==> src/acg_defines.vh <==
// Register offsets, field positions and reset values of the configuration bank
`ifndef ACG_DEFINES_VH
`define ACG_DEFINES_VH
`define ACG_CLOCK_IDX 8'h03
`define ACG_GAIN_IDX 8'h04
`define ACG_CLOCK_ADDR 12'h00c
`define ACG_GAIN_ADDR 12'h010
`define ACG_CLOCK_RESET 16'h038e
`define ACG_GAIN_RESET 16'h0000
`define ACG_SECOND_CHANNEL_ENABLE_BIT 9
`define ACG_FIRST_CHANNEL_ENABLE_BIT 8
`define ACG_CLK_SEL_BIT 7
`define ACG_CLOCK_RO_HI 15
`define ACG_CLOCK_RO_LO 10
`define ACG_CLOCK_RSV_HI 6
`define ACG_CLOCK_RSV_LO 5
`define ACG_OSR_HI 4
`define ACG_OSR_LO 2
`define ACG_PWR_HI 1
`define ACG_PWR_LO 0
`define ACG_GAIN1_HI 6
`define ACG_GAIN1_LO 4
`define ACG_GAIN0_HI 2
`define ACG_GAIN0_LO 0
`define ACG_GAIN_RSV_BIT 3
`define ACG_GAIN_RSV_HI 15
`define ACG_GAIN_RSV_LO 7
`define ACG_OSR_BASE 15'h0080
`define ACG_PWR_VERY_LOW 2'h0
`define ACG_PWR_LOW 2'h1
`define ACG_PWR_HIGH_RES 2'h2
`define ACG_PWR_HIGH_RES_ALT 2'h3
`endif

==> src/acg_config_regs.v <==
// Clock and gain configuration registers of the converter, APB slave
//
// The implementer's own choice: the APB slave port.
`include "acg_defines.vh"

// Registered power-of-two decode shared by ratio and gain outputs
module acg_pow2_decode
#(
   parameter CODE_WIDTH = 3,
   parameter VALUE_WIDTH = 8,
   parameter [VALUE_WIDTH-1:0] BASE_VALUE = 8'h01,
   parameter [CODE_WIDTH-1:0] RESET_CODE = 3'h0
)
(
   input wire pclk,
   input wire presetn,
   input wire [CODE_WIDTH-1:0] code_next,
   output reg [CODE_WIDTH-1:0] code_reg,
   output reg [VALUE_WIDTH-1:0] value_reg
);

   // Reset value is a constant so the reset branch stays free of logic
   localparam [VALUE_WIDTH-1:0] RESET_VALUE = BASE_VALUE << RESET_CODE;

   always @(posedge pclk or negedge presetn)
   begin
      if (!presetn)
      begin
         code_reg <= RESET_CODE;
      end
      else
      begin
         code_reg <= code_next;
      end
   end

   always @(posedge pclk or negedge presetn)
   begin
      if (!presetn)
      begin
         value_reg <= RESET_VALUE;
      end
      else
      begin
         value_reg <= BASE_VALUE << code_next;
      end
   end

endmodule // acg_pow2_decode

module acg_config_regs
#(
   parameter ADDR_WIDTH = 12,
   parameter DATA_WIDTH = 32
)
(
   input wire pclk,
   input wire presetn,
   input wire psel,
   input wire penable,
   input wire pwrite,
   input wire [ADDR_WIDTH-1:0] paddr,
   input wire [DATA_WIDTH-1:0] pwdata,
   input wire [DATA_WIDTH/8-1:0] pstrb,
   output reg [DATA_WIDTH-1:0] prdata,
   output reg pready,
   output reg pslverr,
   output reg second_channel_enable,
   output reg first_channel_enable,
   output reg ext_clock_select,
   output wire [2:0] oversampling_ratio_code,
   output wire [14:0] oversampling_ratio,
   output reg [1:0] power_mode_code,
   output reg [1:0] power_mode,
   output wire [2:0] second_channel_gain_code,
   output wire [7:0] second_channel_gain,
   output wire [2:0] first_channel_gain_code,
   output wire [7:0] first_channel_gain
);

   localparam [15:0] CLOCK_RESET = `ACG_CLOCK_RESET;
   localparam [15:0] GAIN_RESET = `ACG_GAIN_RESET;
   localparam [ADDR_WIDTH-1:0] CLOCK_ADDR = `ACG_CLOCK_ADDR;
   localparam [ADDR_WIDTH-1:0] GAIN_ADDR = `ACG_GAIN_ADDR;
   localparam [DATA_WIDTH-17:0] UPPER_ZERO = {(DATA_WIDTH-16){1'b0}};

   reg [15:0] clock_channel_config_reg;
   reg [15:0] gain_config_reg;
   reg [15:0] clock_channel_config_next;
   reg [15:0] gain_config_next;
   reg [DATA_WIDTH-1:0] prdata_next;
   reg [1:0] power_mode_next;
   reg hit_clock;
   reg hit_gain;
   reg hit_any;
   reg access;
   reg write_access;
   reg read_access;

   // Access cycle answers ready one cycle later, so each transfer takes three cycles
   always @*
   begin
      access = psel & penable & ~pready;
      write_access = access & pwrite;
      read_access = access & ~pwrite;
      hit_clock = (paddr == CLOCK_ADDR);
      hit_gain = (paddr == GAIN_ADDR);
      hit_any = hit_clock | hit_gain;
   end

   always @*
   begin
      clock_channel_config_next = clock_channel_config_reg;
      if (write_access && hit_clock)
      begin
         if (pstrb[0])
         begin
            clock_channel_config_next[7:0] = pwdata[7:0];
         end
         if (pstrb[1])
         begin
            clock_channel_config_next[9:8] = pwdata[9:8];
         end
      end
      // Read-only top bits never take a write
      clock_channel_config_next[`ACG_CLOCK_RO_HI:`ACG_CLOCK_RO_LO] = 6'h00;
   end

   // Reserved bits are stored as written; keeping them zero is the writer's duty
   always @*
   begin
      gain_config_next = gain_config_reg;
      if (write_access && hit_gain)
      begin
         if (pstrb[0])
         begin
            gain_config_next[7:0] = pwdata[7:0];
         end
         if (pstrb[1])
         begin
            gain_config_next[15:8] = pwdata[15:8];
         end
      end
   end

   always @*
   begin
      if (hit_clock)
      begin
         prdata_next = {UPPER_ZERO, clock_channel_config_reg};
      end
      else if (hit_gain)
      begin
         prdata_next = {UPPER_ZERO, gain_config_reg};
      end
      else
      begin
         prdata_next = {DATA_WIDTH{1'b0}};
      end
   end

   always @*
   begin
      if (clock_channel_config_next[`ACG_PWR_HI:`ACG_PWR_LO] == `ACG_PWR_HIGH_RES_ALT)
      begin
         power_mode_next = `ACG_PWR_HIGH_RES;
      end
      else
      begin
         power_mode_next = clock_channel_config_next[`ACG_PWR_HI:`ACG_PWR_LO];
      end
   end

   always @(posedge pclk or negedge presetn)
   begin
      if (!presetn)
      begin
         clock_channel_config_reg <= CLOCK_RESET;
      end
      else
      begin
         clock_channel_config_reg <= clock_channel_config_next;
      end
   end

   always @(posedge pclk or negedge presetn)
   begin
      if (!presetn)
      begin
         gain_config_reg <= GAIN_RESET;
      end
      else
      begin
         gain_config_reg <= gain_config_next;
      end
   end

   // Ready is a one-cycle pulse; the guard on ready stops a second acceptance
   always @(posedge pclk or negedge presetn)
   begin
      if (!presetn)
      begin
         pready <= 1'b0;
         pslverr <= 1'b0;
      end
      else
      begin
         pready <= access;
         pslverr <= access & ~hit_any;
      end
   end

   // Read data is zero outside the answer cycle
   always @(posedge pclk or negedge presetn)
   begin
      if (!presetn)
      begin
         prdata <= {DATA_WIDTH{1'b0}};
      end
      else if (read_access)
      begin
         prdata <= prdata_next;
      end
      else
      begin
         prdata <= {DATA_WIDTH{1'b0}};
      end
   end

   // Decoded controls are registered so the fan-out sees clean flops
   always @(posedge pclk or negedge presetn)
   begin
      if (!presetn)
      begin
         second_channel_enable <= CLOCK_RESET[`ACG_SECOND_CHANNEL_ENABLE_BIT];
         first_channel_enable <= CLOCK_RESET[`ACG_FIRST_CHANNEL_ENABLE_BIT];
         ext_clock_select <= CLOCK_RESET[`ACG_CLK_SEL_BIT];
      end
      else
      begin
         second_channel_enable <= clock_channel_config_next[`ACG_SECOND_CHANNEL_ENABLE_BIT];
         first_channel_enable <= clock_channel_config_next[`ACG_FIRST_CHANNEL_ENABLE_BIT];
         ext_clock_select <= clock_channel_config_next[`ACG_CLK_SEL_BIT];
      end
   end

   always @(posedge pclk or negedge presetn)
   begin
      if (!presetn)
      begin
         power_mode_code <= CLOCK_RESET[`ACG_PWR_HI:`ACG_PWR_LO];
         power_mode <= CLOCK_RESET[`ACG_PWR_HI:`ACG_PWR_LO];
      end
      else
      begin
         power_mode_code <= clock_channel_config_next[`ACG_PWR_HI:`ACG_PWR_LO];
         power_mode <= power_mode_next;
      end
   end

   // Ratio is 128 shifted by the code, so 16384 still fits in 15 bits
   acg_pow2_decode
   #(
      .CODE_WIDTH(3),
      .VALUE_WIDTH(15),
      .BASE_VALUE(`ACG_OSR_BASE),
      .RESET_CODE(CLOCK_RESET[`ACG_OSR_HI:`ACG_OSR_LO])
   )
   osr_decode_inst
   (
      .pclk(pclk),
      .presetn(presetn),
      .code_next(clock_channel_config_next[`ACG_OSR_HI:`ACG_OSR_LO]),
      .code_reg(oversampling_ratio_code),
      .value_reg(oversampling_ratio)
   );

   acg_pow2_decode
   #(
      .CODE_WIDTH(3),
      .VALUE_WIDTH(8),
      .BASE_VALUE(8'h01),
      .RESET_CODE(GAIN_RESET[`ACG_GAIN1_HI:`ACG_GAIN1_LO])
   )
   gain1_decode_inst
   (
      .pclk(pclk),
      .presetn(presetn),
      .code_next(gain_config_next[`ACG_GAIN1_HI:`ACG_GAIN1_LO]),
      .code_reg(second_channel_gain_code),
      .value_reg(second_channel_gain)
   );

   acg_pow2_decode
   #(
      .CODE_WIDTH(3),
      .VALUE_WIDTH(8),
      .BASE_VALUE(8'h01),
      .RESET_CODE(GAIN_RESET[`ACG_GAIN0_HI:`ACG_GAIN0_LO])
   )
   gain0_decode_inst
   (
      .pclk(pclk),
      .presetn(presetn),
      .code_next(gain_config_next[`ACG_GAIN0_HI:`ACG_GAIN0_LO]),
      .code_reg(first_channel_gain_code),
      .value_reg(first_channel_gain)
   );

endmodule // acg_config_regs

==> config.mk <==
export PLATFORM = sky130hd
export DESIGN_NAME = acg_config_regs
export DESIGN_NICKNAME = d
export VERILOG_FILES = /design/src/acg_config_regs.v
export VERILOG_INCLUDE_DIRS = /design/src /design/src/src
export SDC_FILE = /design/constraint.sdc
export NUM_CORES = 1
export LEC_CHECK = 0
export ABC_AREA = 1
export BUFFER_PORTS_ARGS = -buffer_cell sky130_fd_sc_hd__buf_2
export CELL_PAD_IN_SITES_DETAIL_PLACEMENT = 2
export CELL_PAD_IN_SITES_GLOBAL_PLACEMENT = 2
export CORE_ASPECT_RATIO = 1.75
export CORE_UTILIZATION = 26
export DETAILED_ROUTE_END_ITERATION = 6
export PLACE_DENSITY = 0.74
export SKIP_LAST_GASP = 1
export SYNTH_ARGS = -nofsm -noshare
export SYNTH_HDL_FRONTEND = slang
export SYNTH_SLANG_ARGS = --single-unit
==> constraint.sdc <==
create_clock -name pclk -period 1.8 [get_ports pclk]
set_input_delay 0.36 -clock pclk [delete_from_list [all_inputs] [get_ports pclk]]
set_output_delay 0.36 -clock pclk [all_outputs]
set_load 0.02 [all_outputs]
* Word level (Yosys, flattened, before mapping)
Index checks and enable logic that the tools add are counted.
Word-level totals: bits in registers 107, input port bits 53, logic and storage cells 48
Operators by class: equality and inequality tests 3, shift-type cells 3, multiplexer cells 9, bitwise logic cells 9, reduce and logical (&&, ||, !) cells 5
Operators by type and width (count):
- $mux W16 | 2
- $mux W32 | 1
- $shl A1 B3 Y8 const A | 2
- $shl A8 B3 Y15 const A | 1
- $mux W7 | 2
- $eq A12 B4 Y1 const B | 1
- $eq A12 B5 Y1 const B | 1
- $mux W10 | 1
- $mux W8 | 1
- $reduce_and A2 Y1 | 3
- $and A1 B1 Y1 | 5
- $mux W2 | 2
- $not A1 Y1 | 3
- $eq A2 B2 Y1 const B | 1
- $logic_and A1 B1 Y1 | 2
- $or A1 B1 Y1 | 1

* Longest topological paths before layout
depth in word-level cells 7, mapped depth 10, gate-level depth less buffers 9

* Hierarchy
From an unflattened synthesis, not the netlist that was laid out.
Unflattened totals: cell total of the unflattened synthesis 333, area, all modules 3184.3 um^2
By module, submodules not included:
- acg_config_regs | times used 1, cells each 247, area an instance 2127.0 um^2, seq. area each 1133.6 um^2
- acg_pow2_decode at gain0_decode_inst ... | times used 2, cells each 26, area an instance 332.8 um^2, seq. area each 276.5 um^2
- acg_pow2_decode at osr_decode_inst | times used 1, cells each 34, area an instance 391.6 um^2, seq. area each 279.0 um^2

* Worst setup path before layout
OpenSTA, ideal clock, no wires.
path type flip-flop to flip-flop, from register pready, to register gain0_decode_inst.value_reg[1], setup time 119 ps, data arrival time 1318 ps, required time 1681 ps, setup slack 362 ps, cell stages (with the launch flop) 9, buffers on the path 0, cells stage by stage dfrtp_1 -> inv_1 -> nand3_2 -> nor2_8 -> nand3_4 -> nand2_4 -> inv_2 -> nor2_4 -> nor2_1
On the way: longest elaborated chain between the ends 6
RTL lines:
- start, declared | RTL line acg_config_regs.v:66 | output reg pready,
- start signal, assigned | RTL line acg_config_regs.v:208 | pready <= access;
- $not A1 Y1 | RTL line acg_config_regs.v:103 | access = psel & penable & ~pready;
- $and A1 B1 Y1 | RTL line acg_config_regs.v:103
- $and A1 B1 Y1 | RTL line acg_config_regs.v:104 | write_access = access & pwrite;
- $logic_and A1 B1 Y1 | RTL line acg_config_regs.v:133 | if (write_access && hit_gain)
- $mux W7 | RTL line acg_config_regs.v:133
- via gain0_decode_inst.code_next[2] | RTL line acg_config_regs.v:17 | input wire [CODE_WIDTH-1:0] code_next,
- $shl A1 B3 Y8 | RTL line acg_config_regs.v:45 | value_reg <= BASE_VALUE << code_next;
- end signal, assigned | RTL line acg_config_regs.v:45
- end, declared | RTL line acg_config_regs.v:19 | output reg [VALUE_WIDTH-1:0] value_reg
The timed path passes the listed nets, and every way through them passes these cells. A chain may end at the register's enable or synchronous reset.

* Worst setup path after layout
from register pready, to register osr_decode_inst.value_reg[9]
On the way: longest elaborated chain between the ends 6
RTL lines:
- $not A1 Y1 | RTL line acg_config_regs.v:103
- $and A1 B1 Y1 | RTL line acg_config_regs.v:103
- $and A1 B1 Y1 | RTL line acg_config_regs.v:104
- $logic_and A1 B1 Y1 | RTL line acg_config_regs.v:114 | if (write_access && hit_clock)
- $mux W10 | RTL line acg_config_regs.v:114
- via clock_channel_config_next[4] | RTL line acg_config_regs.v:89 | reg [15:0] clock_channel_config_next;
- $shl A8 B3 Y15 | RTL line acg_config_regs.v:45
- end signal, assigned | RTL line acg_config_regs.v:45
- end, declared | RTL line acg_config_regs.v:19
The timed path passes the listed nets, and every way through them passes these cells.

==> flow_metrics.tcl <==
set metrics [dict create \
    outcome "finished, final reports clean" \
    synth_cell_type_count 29 \
    start_kind "register" \
    min_to "gain_config_reg[3]" \
    clk_path_buf_depth 2 \
    whs_ns 0.2797 \
    worst_pin_slew_ns 0.5183 \
    numCtsBuffers 9 \
    nFillCells 1445 \
    mostFrequentLayoutCells "101 x nand2_1, 92 x buf_2, 60 x dfrtp_1" \
    fp-row-count 54 \
    vdd_drop_max_mv 0.2740 \
    seq_area_frac_synth_pct 52.97 \
    clk_latency_ns 0.33 \
    dpl-instance-area_um2 3891 \
    grt_pass1_vias 3263 \
    synthesis.area_um2 3331 \
    vias 2822 \
    drt_wl_total_um 10130 \
    first_pass_iters 3 \
    dpl_worst_slack_ns 0.07394 \
    synth_area_leader_cell "dfrtp_1" \
    rsz0062_at_grt "no" \
    htreeDepth 3 \
    hold_path_class "in2reg" \
    min_from "pwdata[3]" \
    fin_nets 524 \
    finClkSkew_ns 0.005921 \
    viasPerCell 4.382 \
    start_util_pct 26.65 \
    antenna_found_initial 0 \
    routedWlPerCell_um 15.74 \
    worstPathMaxFanout 8 \
    max_cap_violations 0 \
    r2r-end "osr_decode_inst.value_reg[9]" \
    stdcell_area_um2 4194 \
    path_class "reg2reg" \
    cellPowerDensity_nw_per_um2 843.2 \
    final_max_slew_viol_count 0 \
    r2r_start "pready" \
    critical_path_required_ns 2.02 \
    largest_reg_flops 16 \
    final_common_cell "nand2_1" \
    yosysTopAreaCellShare_pct 45.08 \
    post-route-util_pct 33.55 \
    cts.repair.resized 0 \
    grt_overflow 0 \
    cts_tree "yes" \
    drtIter0Drc 71 \
    dp_hpwl_um 8099 \
    grt_pass1_wl_um 16240 \
    power.leakage_nw 2.257 \
    relSlewSlack_pct 65.08 \
    max_freq_mhz 618.1 \
    setup_viol 0 \
    insertedDiodeCount 0 \
    post_cts_buffers 0 \
    grt_usage_pct 16.64 \
    avgSynthCellArea_um2 8.882 \
    finalHoldViolCount 0 \
    die_area_um2 13290 \
    setup_tns_ns 0 \
    portBuffers 92 \
    setup_ws_ns 0.1820 \
    reg2reg_setup_slack_ns 0.18 \
    areaGrowthSynthToFinish_pct 25.92 \
    critPathCaptureType "register" \
    synth_cells 375 \
    arrival_ns 1.83 \
    final_layout_size_suffix_gt1_share_pct 33.82 \
    cts_hold_buf 1 \
    io_pins 134 \
    place_inst 627 \
    rr_worst_depth 8 \
    period_share_pct 89.89 \
    gp_congestion 0.7628 \
    design_power_total_mw 3.536 \
    stdcell_count 644 \
    synth_area_leaders "dfrtp_1 45%, nand2_1 11%, buf_4 8.1%, dfstp_2 7.9%, nor2_1 4.1%" \
    min_period_ns 1.618 \
    die_w_um 87.56 \
    grt_start_max_net_pins 29 \
    coreArea_um2 12500 \
    hold_depth 3 \
    cts_root_buf "clkbuf_16" \
    clkTransAtPathRegs_ns 0.06 \
    ys_ff_latch 70 \
    ys_warn_count 0 \
    die_y_um 151.7 \
    detail-route-antenna-nets 0 \
    drc 0 \
    clkSinkCount 70 \
]
[how the worst max path moves through the flow]
stage	to	startpoint	cells past startpoint	slack, ns
3_3_place_gp	prdata[0]	paddr[7]	8	0.17
5_1_grt	osr_decode_inst.value_reg[9]	pready	8	0.004
6_report	osr_decode_inst.value_reg[9]	pready	8	0.18
3_5_place_dp	clock_channel_config_reg[9]	paddr[1]	8	0.07
2_1_floorplan	gain0_decode_inst.value_reg[1]	pready	8	0.36
4_1_cts	osr_decode_inst.value_reg[9]	pready	8	0.13
[cells by family after synthesis]
kind of cell | count (synthesis) | share of synthesized area, %
AO/OA/AOI/OAI | 33 | 5.447
buffers and inverters | 77 | 13.34
flip-flops | 70 | 52.97
other | 1 | 0.1126
AND/OR/NAND/NOR | 194 | 28.14
[report_power, final]
part | internal (mW) | switching (mW)
Combinational | 0.0612 | 0.163
Sequential | 1.58 | 0.00119
Clock | 1.07 | 0.658
[routing by layer]
metal  up-vias  track usage (%)  part of all wire (%)
met5         -                0                     0
met4         0            7.049                   2.8
met3        19            3.304                   4.1
met2        91            33.48                    59
met1      1401            15.70                    34
li1       1311                -                     -
[Yosys cell counts]
master and n:
nand2_1 101, nor2_1 36, nand3_2 3, o21ai_2 3
nor2_8 2, inv_1 28, nand2_4 3, clkinv_2 1
nor2_4 5, a21oi_1 11, and2_2 1, buf_2 3
conb_1 1, buf_6 2, nand3_1 19, dfstp_2 10
o21ai_1 2, nand4_1 13, clkinv_1 1, nand3_4 1
o21ai_0 15, nor2_2 7, dfrtp_1 60, nand2_2 2
clkbuf_1 2, buf_4 36, nor3_1 1, inv_2 4
o21a_1 2
[cell type report]
cell class	count	area [um2]	area share [%]
clock inverters	5	60.06	1.432
repair buffers	106	593.1	14.14
inverters	34	128.9	3.073
well taps	168	210.2	5.012
clock buffers	11	232.7	5.549
multi-input cells	250	1205	28.73
flip-flops and latches	70	1764	42.06
[worst max-delay path, cell delays in order, from the launching register on]
cell     delay [ns]
dfrtp_1        0.37
inv_1          0.07
nand3_2        0.14
nor2_8         0.21
nand3_2        0.21
nand2_1        0.15
inv_1          0.06
nor2_2         0.19
nor2_1         0.08
Power figures use the tool's default switching activity.
